**src/common/dcd_pkg.sv**
```systemverilog
// Package of the command decoder: encodings, widths, decoded opcodes.
// Assumes nothing beyond a SystemVerilog compiler.
package dcd_pkg;

  // ----------------------------------------------------------------
  // Widths
  // ----------------------------------------------------------------
  localparam int DCD_BA_W   = 3;
  localparam int DCD_ADDR_W = 16;

  // ----------------------------------------------------------------
  // Address bit positions
  // ----------------------------------------------------------------
  localparam int DCD_AP_BIT = 10;
  localparam int DCD_BC_BIT = 12;

  // ----------------------------------------------------------------
  // Command pin patterns {cs_n, ras_n, cas_n, we_n}
  // ----------------------------------------------------------------
  localparam logic [3:0] DCD_PAT_MRS = 4'h0;
  localparam logic [3:0] DCD_PAT_REF = 4'h1;
  localparam logic [3:0] DCD_PAT_PRE = 4'h2;
  localparam logic [3:0] DCD_PAT_ACT = 4'h3;
  localparam logic [3:0] DCD_PAT_WR  = 4'h4;
  localparam logic [3:0] DCD_PAT_RD  = 4'h5;
  localparam logic [3:0] DCD_PAT_ZQ  = 4'h6;
  localparam logic [3:0] DCD_PAT_NOP = 4'h7;

  // ----------------------------------------------------------------
  // Burst and timing counts
  // ----------------------------------------------------------------
  localparam int DCD_BL8_CYC = 4;   // Clock cycles of an 8-beat burst
  localparam int DCD_BC4_CYC = 2;   // Clock cycles of a chopped burst
  localparam int DCD_SRX_WR_NCK = 512;

  // ----------------------------------------------------------------
  // Decoded command
  // ----------------------------------------------------------------
  typedef enum logic [4:0] {
    DCD_NOP, DCD_DES, DCD_MRS, DCD_REF, DCD_SRE, DCD_SRX,
    DCD_PRE, DCD_PREA, DCD_ACT, DCD_WR, DCD_WRA, DCD_RD, DCD_RDA,
    DCD_PDE, DCD_PDX, DCD_ZQCL, DCD_ZQCS, DCD_ILLEGAL
  } dcd_cmd_t;

  typedef enum logic [1:0] {
    DCD_ST_IDLE, DCD_ST_PDN, DCD_ST_SREF
  } dcd_pwr_t;

endpackage

```
**src/common/dcd_if.sv**
```systemverilog
// Command and address pins between controller and decoder.
// Assumes both ends run on the same core_clk.
`timescale 1ns/1ps
interface dcd_if
  import dcd_pkg::*;
#(
  parameter int BA_W   = DCD_BA_W,
  parameter int ADDR_W = DCD_ADDR_W
);
  logic              cke;
  logic              cs_n;
  logic              ras_n;
  logic              cas_n;
  logic              we_n;
  logic [BA_W-1:0]   ba;
  logic [ADDR_W-1:0] addr;
  logic              odt;
  logic              reset_n;

  modport ctrl (output cke, cs_n, ras_n, cas_n, we_n, ba, addr, odt,
                output reset_n);
  modport dev  (input cke, cs_n, ras_n, cas_n, we_n, ba, addr, odt,
                input reset_n);
endinterface

```
**src/logic/dcd_device.sv**
```systemverilog
// Device end: registers command pins each rising edge and decodes them.
// Assumes the controller keeps the link rules and drives pins on core_clk.
// Device reset pin and rstn both clear all state.
`timescale 1ns/1ps
module dcd_device
  import dcd_pkg::*;
#(
  parameter int BA_W   = DCD_BA_W,
  parameter int ADDR_W = DCD_ADDR_W
) (
  input  wire logic              core_clk,   // Clock
  input  wire logic              rstn,       // Async reset, active low
  dcd_if.dev                     pins,       // Command pins
  input  wire logic              fixed_bl,   // Burst length fixed by MRS
  input  wire logic              fixed_bc4,  // Fixed mode chops to 4
  output dcd_pkg::dcd_cmd_t      cmd,        // Decoded command
  output logic [BA_W-1:0]        cmd_ba,     // Latched bank address
  output logic [ADDR_W-1:0]      cmd_addr,   // Latched address
  output logic                   cmd_bc4,    // Burst chop of 4
  output logic                   burst_busy, // Burst in progress
  output logic                   in_pdn,     // Powered down
  output logic                   in_sref,    // In self refresh
  output logic                   odt_ok      // Termination available
);
  import dcd_pkg::*;

  // ----------------------------------------------------------------
  // State
  // ----------------------------------------------------------------
  typedef struct packed {
    logic              cke_prev;
    dcd_pwr_t          pwr;
    dcd_cmd_t          cmd;
    logic [BA_W-1:0]   ba;
    logic [ADDR_W-1:0] addr;
    logic              bc4;
    logic [2:0]        bcnt;
  } dcd_st_t;

  dcd_st_t st_ff;
  dcd_st_t nxt_st;

  // ----------------------------------------------------------------
  // Helpers
  // ----------------------------------------------------------------
  // NOP or deselect
  function automatic logic is_nop(input logic [3:0] p);
    return p[3] || p == DCD_PAT_NOP;
  endfunction

  // Command reported while a low-power state is kept
  function automatic dcd_cmd_t idle_cmd(input logic [3:0] p);
    return p[3] ? DCD_DES : DCD_NOP;
  endfunction

  // Clock enable rising with NOP or deselect leaves low power
  function automatic logic pwr_exit(input logic       ck_prev,
                                    input logic       ck,
                                    input logic [3:0] p);
    return !ck_prev && ck && is_nop(p);
  endfunction

  // Read or write, with or without auto-precharge
  function automatic dcd_cmd_t rdwr_cmd(input logic rd,
                                        input logic ap);
    if (rd) begin
      return ap ? DCD_RDA : DCD_RD;
    end
    return ap ? DCD_WRA : DCD_WR;
  endfunction

  // Clock cycles of one burst
  function automatic logic [2:0] burst_cyc(input logic chop);
    return chop ? 3'(DCD_BC4_CYC) : 3'(DCD_BL8_CYC);
  endfunction

  // ----------------------------------------------------------------
  // Reset: system reset or the controller's reset pin
  // ----------------------------------------------------------------
  logic dev_rstn;

  assign dev_rstn = rstn & pins.reset_n;

  // ----------------------------------------------------------------
  // Decode
  // ----------------------------------------------------------------
  always_comb begin
    logic [3:0] pat;
    logic       ap;
    logic       chop;
    pat    = {pins.cs_n, pins.ras_n, pins.cas_n, pins.we_n};
    ap     = pins.addr[DCD_AP_BIT];
    chop   = fixed_bl ? fixed_bc4 : ~pins.addr[DCD_BC_BIT];
    nxt_st = st_ff;
    nxt_st.cke_prev = pins.cke;
    nxt_st.ba   = pins.ba;
    nxt_st.addr = pins.addr;
    nxt_st.cmd  = DCD_ILLEGAL;
    // Burst counter
    if (st_ff.bcnt != 3'h0) begin
      nxt_st.bcnt = st_ff.bcnt - 3'h1;
    end
    // Power state and command
    case (st_ff.pwr)
      DCD_ST_SREF: begin
        if (pwr_exit(st_ff.cke_prev, pins.cke, pat)) begin
          nxt_st.cmd = DCD_SRX;
          nxt_st.pwr = DCD_ST_IDLE;
        end else if (!pins.cke) begin
          nxt_st.cmd = idle_cmd(pat);
        end
      end
      DCD_ST_PDN: begin
        if (pwr_exit(st_ff.cke_prev, pins.cke, pat)) begin
          nxt_st.cmd = DCD_PDX;
          nxt_st.pwr = DCD_ST_IDLE;
        end else if (!pins.cke) begin
          nxt_st.cmd = idle_cmd(pat);
        end
      end
      default: begin
        if (!pins.cke) begin
          if (is_nop(pat)) begin
            nxt_st.cmd = DCD_PDE;
            nxt_st.pwr = DCD_ST_PDN;
          end else if (pat == DCD_PAT_REF && st_ff.bcnt == 3'h0) begin
            nxt_st.cmd = DCD_SRE;
            nxt_st.pwr = DCD_ST_SREF;
          end
        end else if (pat[3]) begin
          nxt_st.cmd = DCD_DES;
        end else begin
          case (pat)
            DCD_PAT_MRS: nxt_st.cmd = DCD_MRS;
            DCD_PAT_REF: nxt_st.cmd = DCD_REF;
            DCD_PAT_PRE: nxt_st.cmd = ap ? DCD_PREA : DCD_PRE;
            DCD_PAT_ACT: nxt_st.cmd = DCD_ACT;
            DCD_PAT_ZQ:  nxt_st.cmd = ap ? DCD_ZQCL : DCD_ZQCS;
            DCD_PAT_NOP: nxt_st.cmd = DCD_NOP;
            DCD_PAT_WR, DCD_PAT_RD: begin
              nxt_st.cmd = rdwr_cmd(pat[0], ap);
              nxt_st.bc4 = chop;
              // New burst only once the previous one is in its last cycle or has finished
              if (st_ff.bcnt <= 3'h1) begin
                nxt_st.bcnt = burst_cyc(chop);
              end
            end
            default: nxt_st.cmd = DCD_ILLEGAL;
          endcase
        end
      end
    endcase
  end

  // ----------------------------------------------------------------
  // Register
  // ----------------------------------------------------------------
  always_ff @(posedge core_clk or negedge dev_rstn) begin
    if (!dev_rstn) begin
      st_ff <= '{cke_prev: 1'b1,
                 pwr:      DCD_ST_IDLE,
                 cmd:      DCD_NOP,
                 ba:       '0,
                 addr:     '0,
                 bc4:      1'b0,
                 bcnt:     3'h0};
    end else begin
      st_ff <= nxt_st;
    end
  end

  // ----------------------------------------------------------------
  // Outputs
  // ----------------------------------------------------------------
  assign cmd        = st_ff.cmd;
  assign cmd_ba     = st_ff.ba;
  assign cmd_addr   = st_ff.addr;
  assign cmd_bc4    = st_ff.bc4;

  // ----------------------------------------------------------------
  // Status outputs
  // ----------------------------------------------------------------
  assign burst_busy = st_ff.bcnt != 3'h0;
  assign in_pdn     = st_ff.pwr == DCD_ST_PDN;
  assign in_sref    = st_ff.pwr == DCD_ST_SREF;
  assign odt_ok     = st_ff.pwr != DCD_ST_SREF;

endmodule

```
**src/flat_wrapper.sv**
```systemverilog
// flat-port wrapper written by rule: the top's interface ports become plain ports
module dcd_device_flat import dcd_pkg::*;
#(
  parameter int BA_W   = DCD_BA_W,
  parameter int ADDR_W = DCD_ADDR_W
)
  (core_clk, rstn, fixed_bl, fixed_bc4, cmd, cmd_ba, cmd_addr, cmd_bc4, burst_busy, in_pdn, in_sref, odt_ok, pins_cke, pins_cs_n, pins_ras_n, pins_cas_n, pins_we_n, pins_ba, pins_addr, pins_odt, pins_reset_n);
  dcd_if #(.BA_W(BA_W), .ADDR_W(ADDR_W)) pins_i ();
  input  wire logic core_clk;
  input  wire logic rstn;
  input  wire logic fixed_bl;
  input  wire logic fixed_bc4;
  output dcd_pkg::dcd_cmd_t cmd;
  output logic [BA_W-1:0] cmd_ba;
  output logic [ADDR_W-1:0] cmd_addr;
  output logic cmd_bc4;
  output logic burst_busy;
  output logic in_pdn;
  output logic in_sref;
  output logic odt_ok;
  input wire logic [$bits(pins_i.cke)-1:0] pins_cke;
  input wire logic [$bits(pins_i.cs_n)-1:0] pins_cs_n;
  input wire logic [$bits(pins_i.ras_n)-1:0] pins_ras_n;
  input wire logic [$bits(pins_i.cas_n)-1:0] pins_cas_n;
  input wire logic [$bits(pins_i.we_n)-1:0] pins_we_n;
  input wire logic [$bits(pins_i.ba)-1:0] pins_ba;
  input wire logic [$bits(pins_i.addr)-1:0] pins_addr;
  input wire logic [$bits(pins_i.odt)-1:0] pins_odt;
  input wire logic [$bits(pins_i.reset_n)-1:0] pins_reset_n;
  assign pins_i.cke = pins_cke;
  assign pins_i.cs_n = pins_cs_n;
  assign pins_i.ras_n = pins_ras_n;
  assign pins_i.cas_n = pins_cas_n;
  assign pins_i.we_n = pins_we_n;
  assign pins_i.ba = pins_ba;
  assign pins_i.addr = pins_addr;
  assign pins_i.odt = pins_odt;
  assign pins_i.reset_n = pins_reset_n;
  dcd_device #(.BA_W(BA_W), .ADDR_W(ADDR_W)) u_core (.core_clk(core_clk), .rstn(rstn), .pins(pins_i), .fixed_bl(fixed_bl), .fixed_bc4(fixed_bc4), .cmd(cmd), .cmd_ba(cmd_ba), .cmd_addr(cmd_addr), .cmd_bc4(cmd_bc4), .burst_busy(burst_busy), .in_pdn(in_pdn), .in_sref(in_sref), .odt_ok(odt_ok));
endmodule
```
**config.mk**
```make
export PLATFORM = sky130hd
export DESIGN_NAME = dcd_device_flat
export DESIGN_NICKNAME = d
export VERILOG_FILES = /design/src/common/dcd_pkg.sv /design/src/common/dcd_if.sv /design/src/logic/dcd_device.sv /design/src/flat_wrapper.sv
export SDC_FILE = /design/constraint.sdc
export NUM_CORES = 1
export LEC_CHECK = 0
export BUFFER_PORTS_ARGS = -buffer_cell sky130_fd_sc_hd__buf_4
export CELL_PAD_IN_SITES_DETAIL_PLACEMENT = 1
export CELL_PAD_IN_SITES_GLOBAL_PLACEMENT = 2
export CORE_ASPECT_RATIO = 1.1
export CORE_MARGIN = 2
export CORE_UTILIZATION = 26
export CTS_BUF_LIST = sky130_fd_sc_hd__clkbuf_16
export DETAILED_ROUTE_END_ITERATION = 8
export GPL_ROUTABILITY_DRIVEN = 0
export PLACE_DENSITY_LB_ADDON = 0.1
export SETUP_SLACK_MARGIN = 0.05
export SYNTH_ARGS = -nofsm -noshare
export SYNTH_HDL_FRONTEND = slang
export SYNTH_SLANG_ARGS = --single-unit
```
**constraint.sdc**
```tcl
create_clock -name core_clk -period 1.8 [get_ports core_clk]
set_input_delay 0.18 -clock core_clk [delete_from_list [all_inputs] [get_ports core_clk]]
set_output_delay 0.18 -clock core_clk [all_outputs]
set_load 0.1 [all_outputs]
```
==> results of run 1 <==
==> kinds of logic (layout without fill, tap and decap cells) <==
family,Yosys count,count (layout)
simple gates,29,29
fa+ha+maj,6,6
mux,5,5
compound gates,25,25
xor+xnor,1,1
flops,31,31
buf+inv,37,95
==> layer usage <==
metal,global-route usage (%),routed length [um]
met1,14.5,1510
met2,18.5,1780
met3,3.91,184
met4,4.96,38
met5,0,0
==> critical path: stages, from the launching register on <==
cell	delay, ps
dfrtp_1	380
inv_2	80
ha_4	130
or3b_4	380
o211a_1	240
a221o_1	280
a22o_1	220
==> power groups by stage <==
| stage | combinational [W] | clock (W) | sequential, W |
|---|---|---|---|
| after CTS | 0.00165 | 0.000974 | 0.000869 |
| after detailed placement | 0.00160 | 0 | 0.000881 |
| after global routing | 0.00183 | 0.00100 | 0.000881 |
| final | 0.00171 | 0.000940 | 0.000868 |
| after global placement | 0.00158 | 0 | 0.000875 |
| after floorplan | 0.00117 | 0 | 0.000974 |
==> area by class of cell <==
cell class | count | area share (%)
Sequential cell | 31 | 35.5
Timing Repair Buffer | 76 | 26.3
Multi-Input combinational cell | 66 | 24.3
Clock buffer | 5 | 5.71
Tap cell | 75 | 4.29
Clock inverter | 3 | 2.00
Inverter | 11 | 1.89
==> worst paths after layout <==
check                                           end       startpoint  slack [ps]
worst max register to register     u_core.st_ff[28]  u_core.st_ff[0]         -40
worst max-delay path               u_core.st_ff[28]  u_core.st_ff[0]         -40
worst min register to register       u_core.cmd_bc4   u_core.cmd_bc4         510
max in group asynchronous       u_core.cmd_addr[10]     pins_reset_n         430
worst min-delay path               u_core.cmd_ba[0]             rstn          -5
min in group core_clk              u_core.cmd_ba[2]       pins_ba[2]          10
==> synthesized netlist by cell type (all sizes together) <==
master    n  area [um^2]
a211oi    3         22.5
a21oi     4         20.0
a221o     1         10.0
a22o      1         8.76
a22oi     1         7.51
a2bb2oi   1         8.76
a31oi     3         18.8
and2      1         6.26
and2b     1         7.51
buf      26          196
dfrtp    30          751
dfstp     1         26.3
ha        6         75.1
inv      11         41.3
mux2      2         22.5
mux2i     3         30.0
nand2     4         15.0
nand2b    5         31.3
nand3     2         10.0
nor2      9         33.8
nor2b     3         18.8
nor3      1         5.00
nor4      1         12.5
o211a     1         10.0
o21ai     5         25.0
o22ai     1         6.26
o2bb2ai   1         8.76
o31ai     1         7.51
o32a      1         10.0
o32ai     1         8.76
or2       1         6.26
or3b      1         11.3
xnor2     1         8.76
==> cell usage in the layout, fill, tap and decap left out, drive strengths merged, types with 4 or more instances in the layout <==
master	netlist	layout
nand2	4	4
nor2	9	9
a21oi	4	4
nand2b	5	5
dfrtp	30	30
buf	26	74
o21ai	5	5
ha	6	6
clkbuf	0	5
inv	11	11
==> sequential cells by signal, summed over array words and instances (netlist names) <==
name	count
u_core.cmd_addr	16
u_core.cmd	5
u_core.cmd_bc4	1
u_core.st_ff	6
u_core.cmd_ba	3
==> per-stage QoR <==
step	setup TNS (ps)	setup slack [ps]	instance area (um^2)	power (W)	util (%)
global route	-213	-102	2190	0.00371	40.3
floorplan	-31.4	-31.4	1530	0.00214	-
CTS	-29.6	-29.6	2130	0.00349	39.2
finish	-39.1	-39.1	2190	0.00352	40.3
global placement	-30.4	-30.4	1930	0.00245	35.5
detailed placement	-62.9	-62.9	1930	0.00248	35.5
==> timing repair <==
| item | CTS | global route |
|---|---|---|
| resized for setup | 1 | 3 |
| setup endpoints to repair | 3 | 5 |
| pin swaps | 2 | 3 |
| setup buffers | 2 | 6 |
| hold endpoints to repair | 8 | 0 |
| hold buffers | 2 | 0 |
==> metrics.md, run 1 <==
| Metric | Value |
|---|---|
| Die W | 76.0 um |
| Initial Utilization | 27.3% |
| Via Count | 1,123 |
| Slew @ Worst Pin | 392 ps |
| Worst reg-to-reg path cell count | 6 |
| Number of detailed-route iterations in the first pass | 4 |
| Peak VDD IR | 553 uV |
| Chip height | 83.2 um |
| Multiplexer area fraction after synthesis | 3.55% |
| Startpoint type of the worst setup path | flop |
| Worst hold-check path type | in2async |
| Synthesis Warnings | 0 |
| Drt initial violations | 56 |
| Clk_skew | 4.75 ps |
| Core area | 0.00543 mm^2 |
| XOR/XNOR Fraction of Synth Area | 0.591% |
| Synth Net Count | 170 |
| NetSw | 0.00146 W |
| Max cap viols | 0 |
| Largest net degree at the start of global routing | 14 |
| Register area | 777 um^2 |
| Lkg Pwr | 1.06 nW |
| CTS tree | yes |
| Synth Area per Inst | 11.1 um^2 |
| Final Setup Violations | 1 |
| Period minus WS final | 1840 ps |
| CP Max Fanout | 3 |
| Worst EP arrival | 1990 ps |
| Layout Nets | 227 |
| Status | complete, but fails checks |
| Fin. max-slew vios | 0 |
| Area growth, synth to finish | 47.8% |
| Clk pwr share | 26.7% |
| Initial antenna violation count | 0 |
| Routed Antenna Nets | 0 |
| Vias in the first global route | 1,163 |
| Global-route usage over all layers | 11.7% |
| Reg power frac | 24.7% |
| Sequential fraction of the synthesis area | 52.4% |
| Placed cell count | 249 |
| DRC violations left | 0 |
| Die Area | 0.00632 mm^2 |
| Root Driver | clkbuf_16 |
| # IOs | 59 |
| Bufs on Longest Clock Path | 2 |
| # diodes | 0 |
| Setup CP Type | reg2reg |
| Skew-Pair Late Insertion Delay | 270 ps |
| Setup ws final | -39.1 ps |
| CTS Sinks | 31 |
| Final worst-path cycle share | 102% |
| RSZ-0062 raised after global routing | yes |
| Count of different cell masters after synthesis | 36 |
| Highest Clock Rate | 544 MHz |
| Ratio of cells with drive above 1 in the final layout | 50.0% |
| Fill count | 619 |
| Final WL | 3.51 mm |
| First-pass GRT wire length | 5.84 mm |
| Area occupied by multi-input gates | 533 um^2 |
| Post-DR vias/cell | 4.21 |
| Synth Area in Compound Gates | 11.7% |
| H-tree levels | 2 |
| Power Dens Cells | 1610 mW/mm^2 |
| Dpl hpwl | 2.76 mm |
| Simple-gate share of the synthesized area | 10.6% |
| Syn Inst Count | 134 |
| Syn Std Cell Area | 0.00148 mm^2 |
| Port Buf Inserts | 57 |
| Row count | 28 |
| Final std cells w/o fill | 267 |
| Synth Register Bits | 31 |
| Sw frac | 41.5% |
| Crit end category | flop |
| WL/cell | 13.1 um |
| Int Pwr | 0.00206 W |
| Max_slew headroom | 73.8% |
| Failing checks | negative hold slack, negative setup slack |
| Final Hold Viols | 3 |
| Req. time, crit path | 1950 ps |
| Gate power share | 48.7% |
| Post-synthesis adder-cell area fraction | 5.07% |
| Hold Slack | -4.88 ps |
| Clock-pin transition on the worst setup and hold timing paths | 50 ps |
| GRT Residual Overflow | 0 |
| Largest family of logic cells by synthesized area | buffers and inverters |
| Num CTS Buffers | 5 |
Power figures use the tool's default switching activity.
==> inputs of run 2 (changes only) <==
--- a/config.mk
+++ b/config.mk
@@ -6,16 +6,14 @@
 export NUM_CORES = 1
 export LEC_CHECK = 0
 export BUFFER_PORTS_ARGS = -buffer_cell sky130_fd_sc_hd__buf_4
-export CELL_PAD_IN_SITES_DETAIL_PLACEMENT = 1
-export CELL_PAD_IN_SITES_GLOBAL_PLACEMENT = 2
 export CORE_ASPECT_RATIO = 1.1
-export CORE_MARGIN = 2
-export CORE_UTILIZATION = 26
+export CORE_UTILIZATION = 40
 export CTS_BUF_LIST = sky130_fd_sc_hd__clkbuf_16
 export DETAILED_ROUTE_END_ITERATION = 8
 export GPL_ROUTABILITY_DRIVEN = 0
-export PLACE_DENSITY_LB_ADDON = 0.1
+export PLACE_DENSITY = 0.71
 export SETUP_SLACK_MARGIN = 0.05
+export SLEW_MARGIN = 10
 export SYNTH_ARGS = -nofsm -noshare
 export SYNTH_HDL_FRONTEND = slang
 export SYNTH_SLANG_ARGS = --single-unit
==> metrics.md, run 2 (same netlist as run 1, synthesis figures left out) <==
| Metric | Value |
|---|---|
| Placed cell count | 223 (-10%) |
| Dpl cell area | 0.00190 mm^2 (-1.4%) |
| First-pass GRT wire length | 5.04 mm (-14%) |
| WL/cell | 13.7 um (+4.0%) |
| Skew-Pair Late Insertion Delay | 270 ps (about the same) |
| Chip height | 65.8 um (-21%) |
| # IOs | 59 (unchanged) |
| Die W | 60.0 um (-21%) |
| CP Max Fanout | 2 (-1) |
| Final worst-path cycle share | 99.4% (-2.8 points) |
| Port Buf Inserts | 57 (unchanged) |
| Largest net degree at the start of global routing | 13 (-1) |
| Req. time, crit path | 1960 ps (about the same) |
| Commonest non-fill, non-tap cell in the layout | buf_4 |
| Critical path origin | u_core.st_ff[0] |
| Max_slew headroom | 75.1% (+1.4 points) |
| Max cap viols | 0 (unchanged) |
| Final std cells w/o fill | 242 (-9.4%) |
| Clk_skew | 3.81 ps (-0.943 ps) |
| Startpoint type of the worst setup path | flop |
| Reg-to-Reg End | u_core.st_ff[28] |
| Post-DR vias/cell | 4.76 (+13%) |
| Dpl hpwl | 2.25 mm (-18%) |
| Critical path destination | u_core.st_ff[28] |
| Clock-pin transition on the worst setup and hold timing paths | 50 ps (about the same) |
| Status | completed |
| Critical R2R Launch | u_core.st_ff[0] |
| Initial Utilization | 43.1% (+16 points) |
| Setup CP Type | reg2reg |
| Vias in the first global route | 1,148 (-1.3%) |
| Drt initial violations | 58 (+3.6%) |
| Worst hold-check path type | in2reg |
| Highest Clock Rate | 559 MHz (+2.8%) |
| Power Dens Cells | 1580 mW/mm^2 (-2.0%) |
| Via Count | 1,151 (+2.5%) |
| H-tree levels | 2 (unchanged) |
| Post-route setup TNS | 0 ps (+39.1 ps) |
| Core area | 0.00344 mm^2 (-37%) |
| Global-route usage over all layers | 18.0% (+6.4 points) |
| Area growth, synth to finish | 45.1% |
| Fin. max-slew vios | 0 (unchanged) |
| Peak VDD IR | 753 uV (+36%) |
| Period minus WS final | 1790 ps (-49.5 ps) |
| Largest register FFs | 16 (unchanged) |
| Worst reg-to-reg path cell count | 6 (unchanged) |
| Final WL | 3.31 mm (-5.7%) |
| Root Driver | clkbuf_16 |
| GRT Residual Overflow | 0 (unchanged) |
| # diodes | 0 (unchanged) |
| Hold Slack | 11.3 ps (+16.2 ps) |
| Final Setup Violations | 0 (-1) |
| Initial antenna violation count | 0 (unchanged) |
| RSZ-0062 raised after global routing | yes |
| Final Hold Viols | 0 (-3) |
| Row count | 22 (-21%) |
| Layout Nets | 229 (+0.88%) |
| Post-layout util | 62.5% (+22 points) |
| Most frequent cells in the layout | buf_4, dfrtp_1, inv_1, nor2_1, clkbuf_16 |
| Slew @ Worst Pin | 371 ps (-21.1 ps) |
| Number of detailed-route iterations in the first pass | 4 (unchanged) |
| Die Area | 0.00395 mm^2 (-37%) |
| Design area | 0.00215 mm^2 (-1.8%) |
| Routed Antenna Nets | 0 (unchanged) |
| CTS Sinks | 31 (unchanged) |
| CTS tree | yes |
| Lkg Pwr | 1.07 nW (+0.42%) |
| Crit end category | flop |
| DRC violations left | 0 (unchanged) |
| Worst EP arrival | 1950 ps (-40 ps) |
| Bufs on Longest Clock Path | 2 (unchanged) |
| Num CTS Buffers | 5 (unchanged) |
| FF-to-FF setup slack | 10 ps (+50 ps) |
| Ratio of cells with drive above 1 in the final layout | 50.0% (unchanged) |
-- run 2: cell types whose count changed in the layout (fill, tap and decap cells not counted), sizes merged --
cell and delta:
inv +2, buf +1, bufinv -1, clkinv -1, dlygate4sd3 +1
-- run 2: repair_timing --
action                                 CTS  global route
gates cloned                             0             0
setup endpoints to repair                3             6
pin swaps                                3             6
hold buffers                             2             1
setup buffers                            3             5
gates resized for setup                  2             5
endpoints found under the hold margin    7             1
-- run 2: power by group --
part	switching [W]	internal, W	total [W]
combinational	0.00114	0.000616	0.00176
sequential	0.0000472	0.000817	0.000865
clock	0.000267	0.000497	0.000763
total	0.00146	0.00193	0.00339
-- run 2: how the worst min path moves through the flow --
stage                   from                  end  slack (ps)  cells past startpoint
2_1_floorplan       pins_cke     u_core.st_ff[30]         180                      0
3_3_place_gp    pins_reset_n  u_core.cmd_addr[12]         250                      2
3_5_place_dp    pins_reset_n  u_core.cmd_addr[12]         250                      2
4_1_cts           pins_ba[1]     u_core.cmd_ba[1]           7                      1
5_1_grt         pins_addr[9]   u_core.cmd_addr[9]           2                      1
6_report       pins_addr[13]  u_core.cmd_addr[13]          10                      1
-- run 2: critical path, stage by stage (launching register included) --
cell     delay [ps]
dfrtp_1         380
inv_2            80
ha_4            120
or3b_4          370
o211a_1         220
a221o_1         280
a22o_1          210
-- run 2: layer usage --
metal / vias to the layer above / wire (um) / track usage (%)
met5: - / 0 / 0
met4: 0 / 124 / 11.9
met3: 11 / 272 / 6.85
met2: 60 / 1700 / 29.4
met1: 536 / 1220 / 19.0
li1: 544 / - / -
-- run 2: per-stage QoR --
stage	power [W]	setup WS (ps)
after floorplan	0.00214	-31.4
after global placement	0.00242	-7.43
after detailed placement	0.00247	-25.9
after CTS	0.00331	12.7
after global routing	0.00355	-65.1
final	0.00339	10.5
-- run 2: final cells by class --
| class | count | area (um^2) |
|---|---|---|
| clock buffers | 5 | 125 |
| flip-flops and latches | 31 | 777 |
| repair buffers | 78 | 593 |
| inverters | 11 | 41.3 |
| multi-input cells | 66 | 541 |
| fillers | 286 | 1290 |
| well taps | 48 | 60.1 |
| clock inverters | 3 | 12.5 |
==> inputs of run 3 (changes only) <==
--- a/config.mk
+++ b/config.mk
@@ -7,11 +7,10 @@
 export LEC_CHECK = 0
 export BUFFER_PORTS_ARGS = -buffer_cell sky130_fd_sc_hd__buf_4
 export CORE_ASPECT_RATIO = 1.1
-export CORE_UTILIZATION = 40
+export CORE_UTILIZATION = 35
 export CTS_BUF_LIST = sky130_fd_sc_hd__clkbuf_16
 export DETAILED_ROUTE_END_ITERATION = 8
 export GPL_ROUTABILITY_DRIVEN = 0
-export PLACE_DENSITY = 0.71
 export SETUP_SLACK_MARGIN = 0.05
 export SLEW_MARGIN = 10
 export SYNTH_ARGS = -nofsm -noshare
==> metrics.md, run 3 (same netlist as run 1, synthesis figures left out) <==
| Metric | Value |
|---|---|
| Status | complete, but fails checks |
| Failing checks | negative setup slack |
| Slew @ Worst Pin | 379 ps (+7.60 ps) |
| Area occupied by multi-input gates | 536 um^2 (-0.93%) |
| RSZ-0062 raised after global routing | yes |
| # diodes | 0 (unchanged) |
| WL/cell | 12.4 um (-9.3%) |
| Fill count | 346 (+21%) |
| Final WL | 3.04 mm (-8.2%) |
| Ratio of cells with drive above 1 in the final layout | 50.3% (+0.26 points) |
| Critical R2R Launch | u_core.st_ff[0] |
| Dpl hpwl | 2.28 mm (+0.98%) |
| First-pass GRT wire length | 5.05 mm (+0.26%) |
| Die W | 64.0 um (+6.7%) |
| Register area | 777 um^2 (unchanged) |
| Buffers plus inverters on the worst setup path | 1 (unchanged) |
| Period minus WS final | 1830 ps (+40.1 ps) |
| Critical Path, Cell by Cell | inv_2 -> ha_4 -> or3b_4 -> o211a_1 -> a221o_1 -> a22o_1 |
| Global-route usage over all layers | 15.0% (-3.0 points) |
| Chip height | 70.2 um (+6.7%) |
| Vias in the first global route | 1,133 (-1.3%) |
| Core area | 0.00402 mm^2 (+17%) |
| Top delay family on crit path | compound AO/OA/AOI/OAI gates |
| Layout Nets | 229 (unchanged) |
| Peak VDD IR | 800 uV (+6.2%) |
| Fin. max-slew vios | 0 (unchanged) |
| Max_slew headroom | 74.7% (-0.47 points) |
| WHS Endpoint | u_core.cmd_ba[2] |
| Num CTS Buffers | 5 (unchanged) |
| # IOs | 59 (unchanged) |
| Clock-pin transition on the worst setup and hold timing paths | 50 ps (about the same) |
| Highest Clock Rate | 547 MHz (-2.2%) |
| Initial Utilization | 36.8% (-6.2 points) |
| Die Area | 0.00450 mm^2 (+14%) |
| GRT Residual Overflow | 0 (unchanged) |
| Final Setup Violations | 1 (+1) |
| Tot Pwr | 0.00333 W (-1.9%) |
| Via Count | 1,134 (-1.5%) |
| Routed Antenna Nets | 0 (unchanged) |
| Final worst-path cycle share | 102% (+2.2 points) |
| Largest stage delay, worst path | 400 ps (+20 ps) |
| Worst EP arrival | 1980 ps (+30 ps) |
| Row count | 24 (+9.1%) |
| Post-DR vias/cell | 4.63 (-2.7%) |
| CP max-delay cell | dfrtp_1 |
| Area growth, synth to finish | 45.5% |
| Crit end category | flop |
| Max cap viols | 0 (unchanged) |
| Final Hold Viols | 0 (unchanged) |
| Port Buf Inserts | 57 (unchanged) |
| Hold Slack | 15.7 ps (+4.33 ps) |
| Startpoint type of the worst setup path | flop |
| Skew-Pair Late Insertion Delay | 270 ps (about the same) |
| Drt initial violations | 69 (+19%) |
| Power Dens Cells | 1540 mW/mm^2 (-2.1%) |
| Setup ws final | -29.7 ps (-40.1 ps) |
| H-tree levels | 2 (unchanged) |
| Worst reg-to-reg path cell count | 6 (unchanged) |
| Number of detailed-route iterations in the first pass | 4 (unchanged) |
| FF-to-FF setup slack | -30 ps (-40 ps) |
| Reg-to-Reg End | u_core.st_ff[28] |
| Largest register FFs | 16 (unchanged) |
| Root Driver | clkbuf_16 |
| Largest net degree at the start of global routing | 23 (+10) |
| Lkg Pwr | 1.06 nW (-0.66%) |
| CTS Sinks | 31 (unchanged) |
| Commonest non-fill, non-tap cell in the layout | buf_4 |
| Post-layout util | 53.6% (-8.9 points) |
| CP Max Fanout | 2 (unchanged) |
| Dpl cell area | 0.00189 mm^2 (-0.26%) |
| Req. time, crit path | 1950 ps (about the same) |
| Worst hold-check path type | in2reg |
| CTS tree | yes |
| HP Start | pins_ba[2] |
| Hold Path Stages | 1 (unchanged) |
| Design area | 0.00216 mm^2 (+0.29%) |
| Most frequent cells in the layout | buf_4, dfrtp_1, inv_1, nor2_1, clkbuf_16 |
| Initial antenna violation count | 0 (unchanged) |
| DRC violations left | 0 (unchanged) |
| Setup CP Type | reg2reg |
| Bufs on Longest Clock Path | 2 (unchanged) |
| Clk_skew | 5.95 ps (+2.14 ps) |
==> run 3: how the worst max path moves through the flow <==
stage	start	end	slack [ps]	cells after the start
after detailed placement	u_core.st_ff[0]	u_core.st_ff[28]	-70	6
after global placement	u_core.st_ff[0]	u_core.st_ff[28]	-10	6
after global routing	u_core.st_ff[0]	u_core.st_ff[28]	-70	6
final	u_core.st_ff[0]	u_core.st_ff[28]	-30	6
after CTS	u_core.st_ff[0]	u_core.st_ff[28]	-20	6
after floorplan	u_core.st_ff[0]	u_core.st_ff[28]	-30	6
==> run 3: cell type report <==
class / count / share of cell area (%)
clock buffers: 5 / 5.80
clock inverters: 2 / 0.406
inverters: 11 / 1.92
multi-input cells: 66 / 24.8
flip-flops and latches: 31 / 36.0
well taps: 52 / 3.02
repair buffers: 78 / 28.0
==> run 3: per-layer routing <==
metal	vias to the layer above	global-route usage, %	part of all wire (%)
met2	46	26.0	50
met3	2	6.05	8.2
li1	544	-	-
met5	-	0	0
met1	542	15.8	41
met4	0	6.57	0.26
==> run 3: through the flow <==
step	setup WS (ps)	std cells	setup TNS [ps]
floorplan	-31.4	134	-31.4
global placement	-9.53	224	-9.53
detailed placement	-73.8	224	-73.8
CTS	-19.9	236	-19.9
global route	-66.9	245	-81.0
finish	-29.7	245	-29.7
==> run 3: what timing repair did <==
| item | 4_1_cts | 5_1_grt |
|---|---|---|
| hold buffers | 2 | 0 |
| cloned | 0 | 0 |
| hold endpoints to repair | 8 | 0 |
| resized for setup | 2 | 4 |
| endpoints found under the setup margin | 3 | 5 |
| setup buffers | 3 | 9 |
| pin swaps | 3 | 5 |
==> run 3: power breakdown <==
part	switching (W)	internal, W	leakage [nW]
clock	0.000263	0.000494	0.0671
sequential	0.0000662	0.000817	0.383
combinational	0.00109	0.000596	0.612
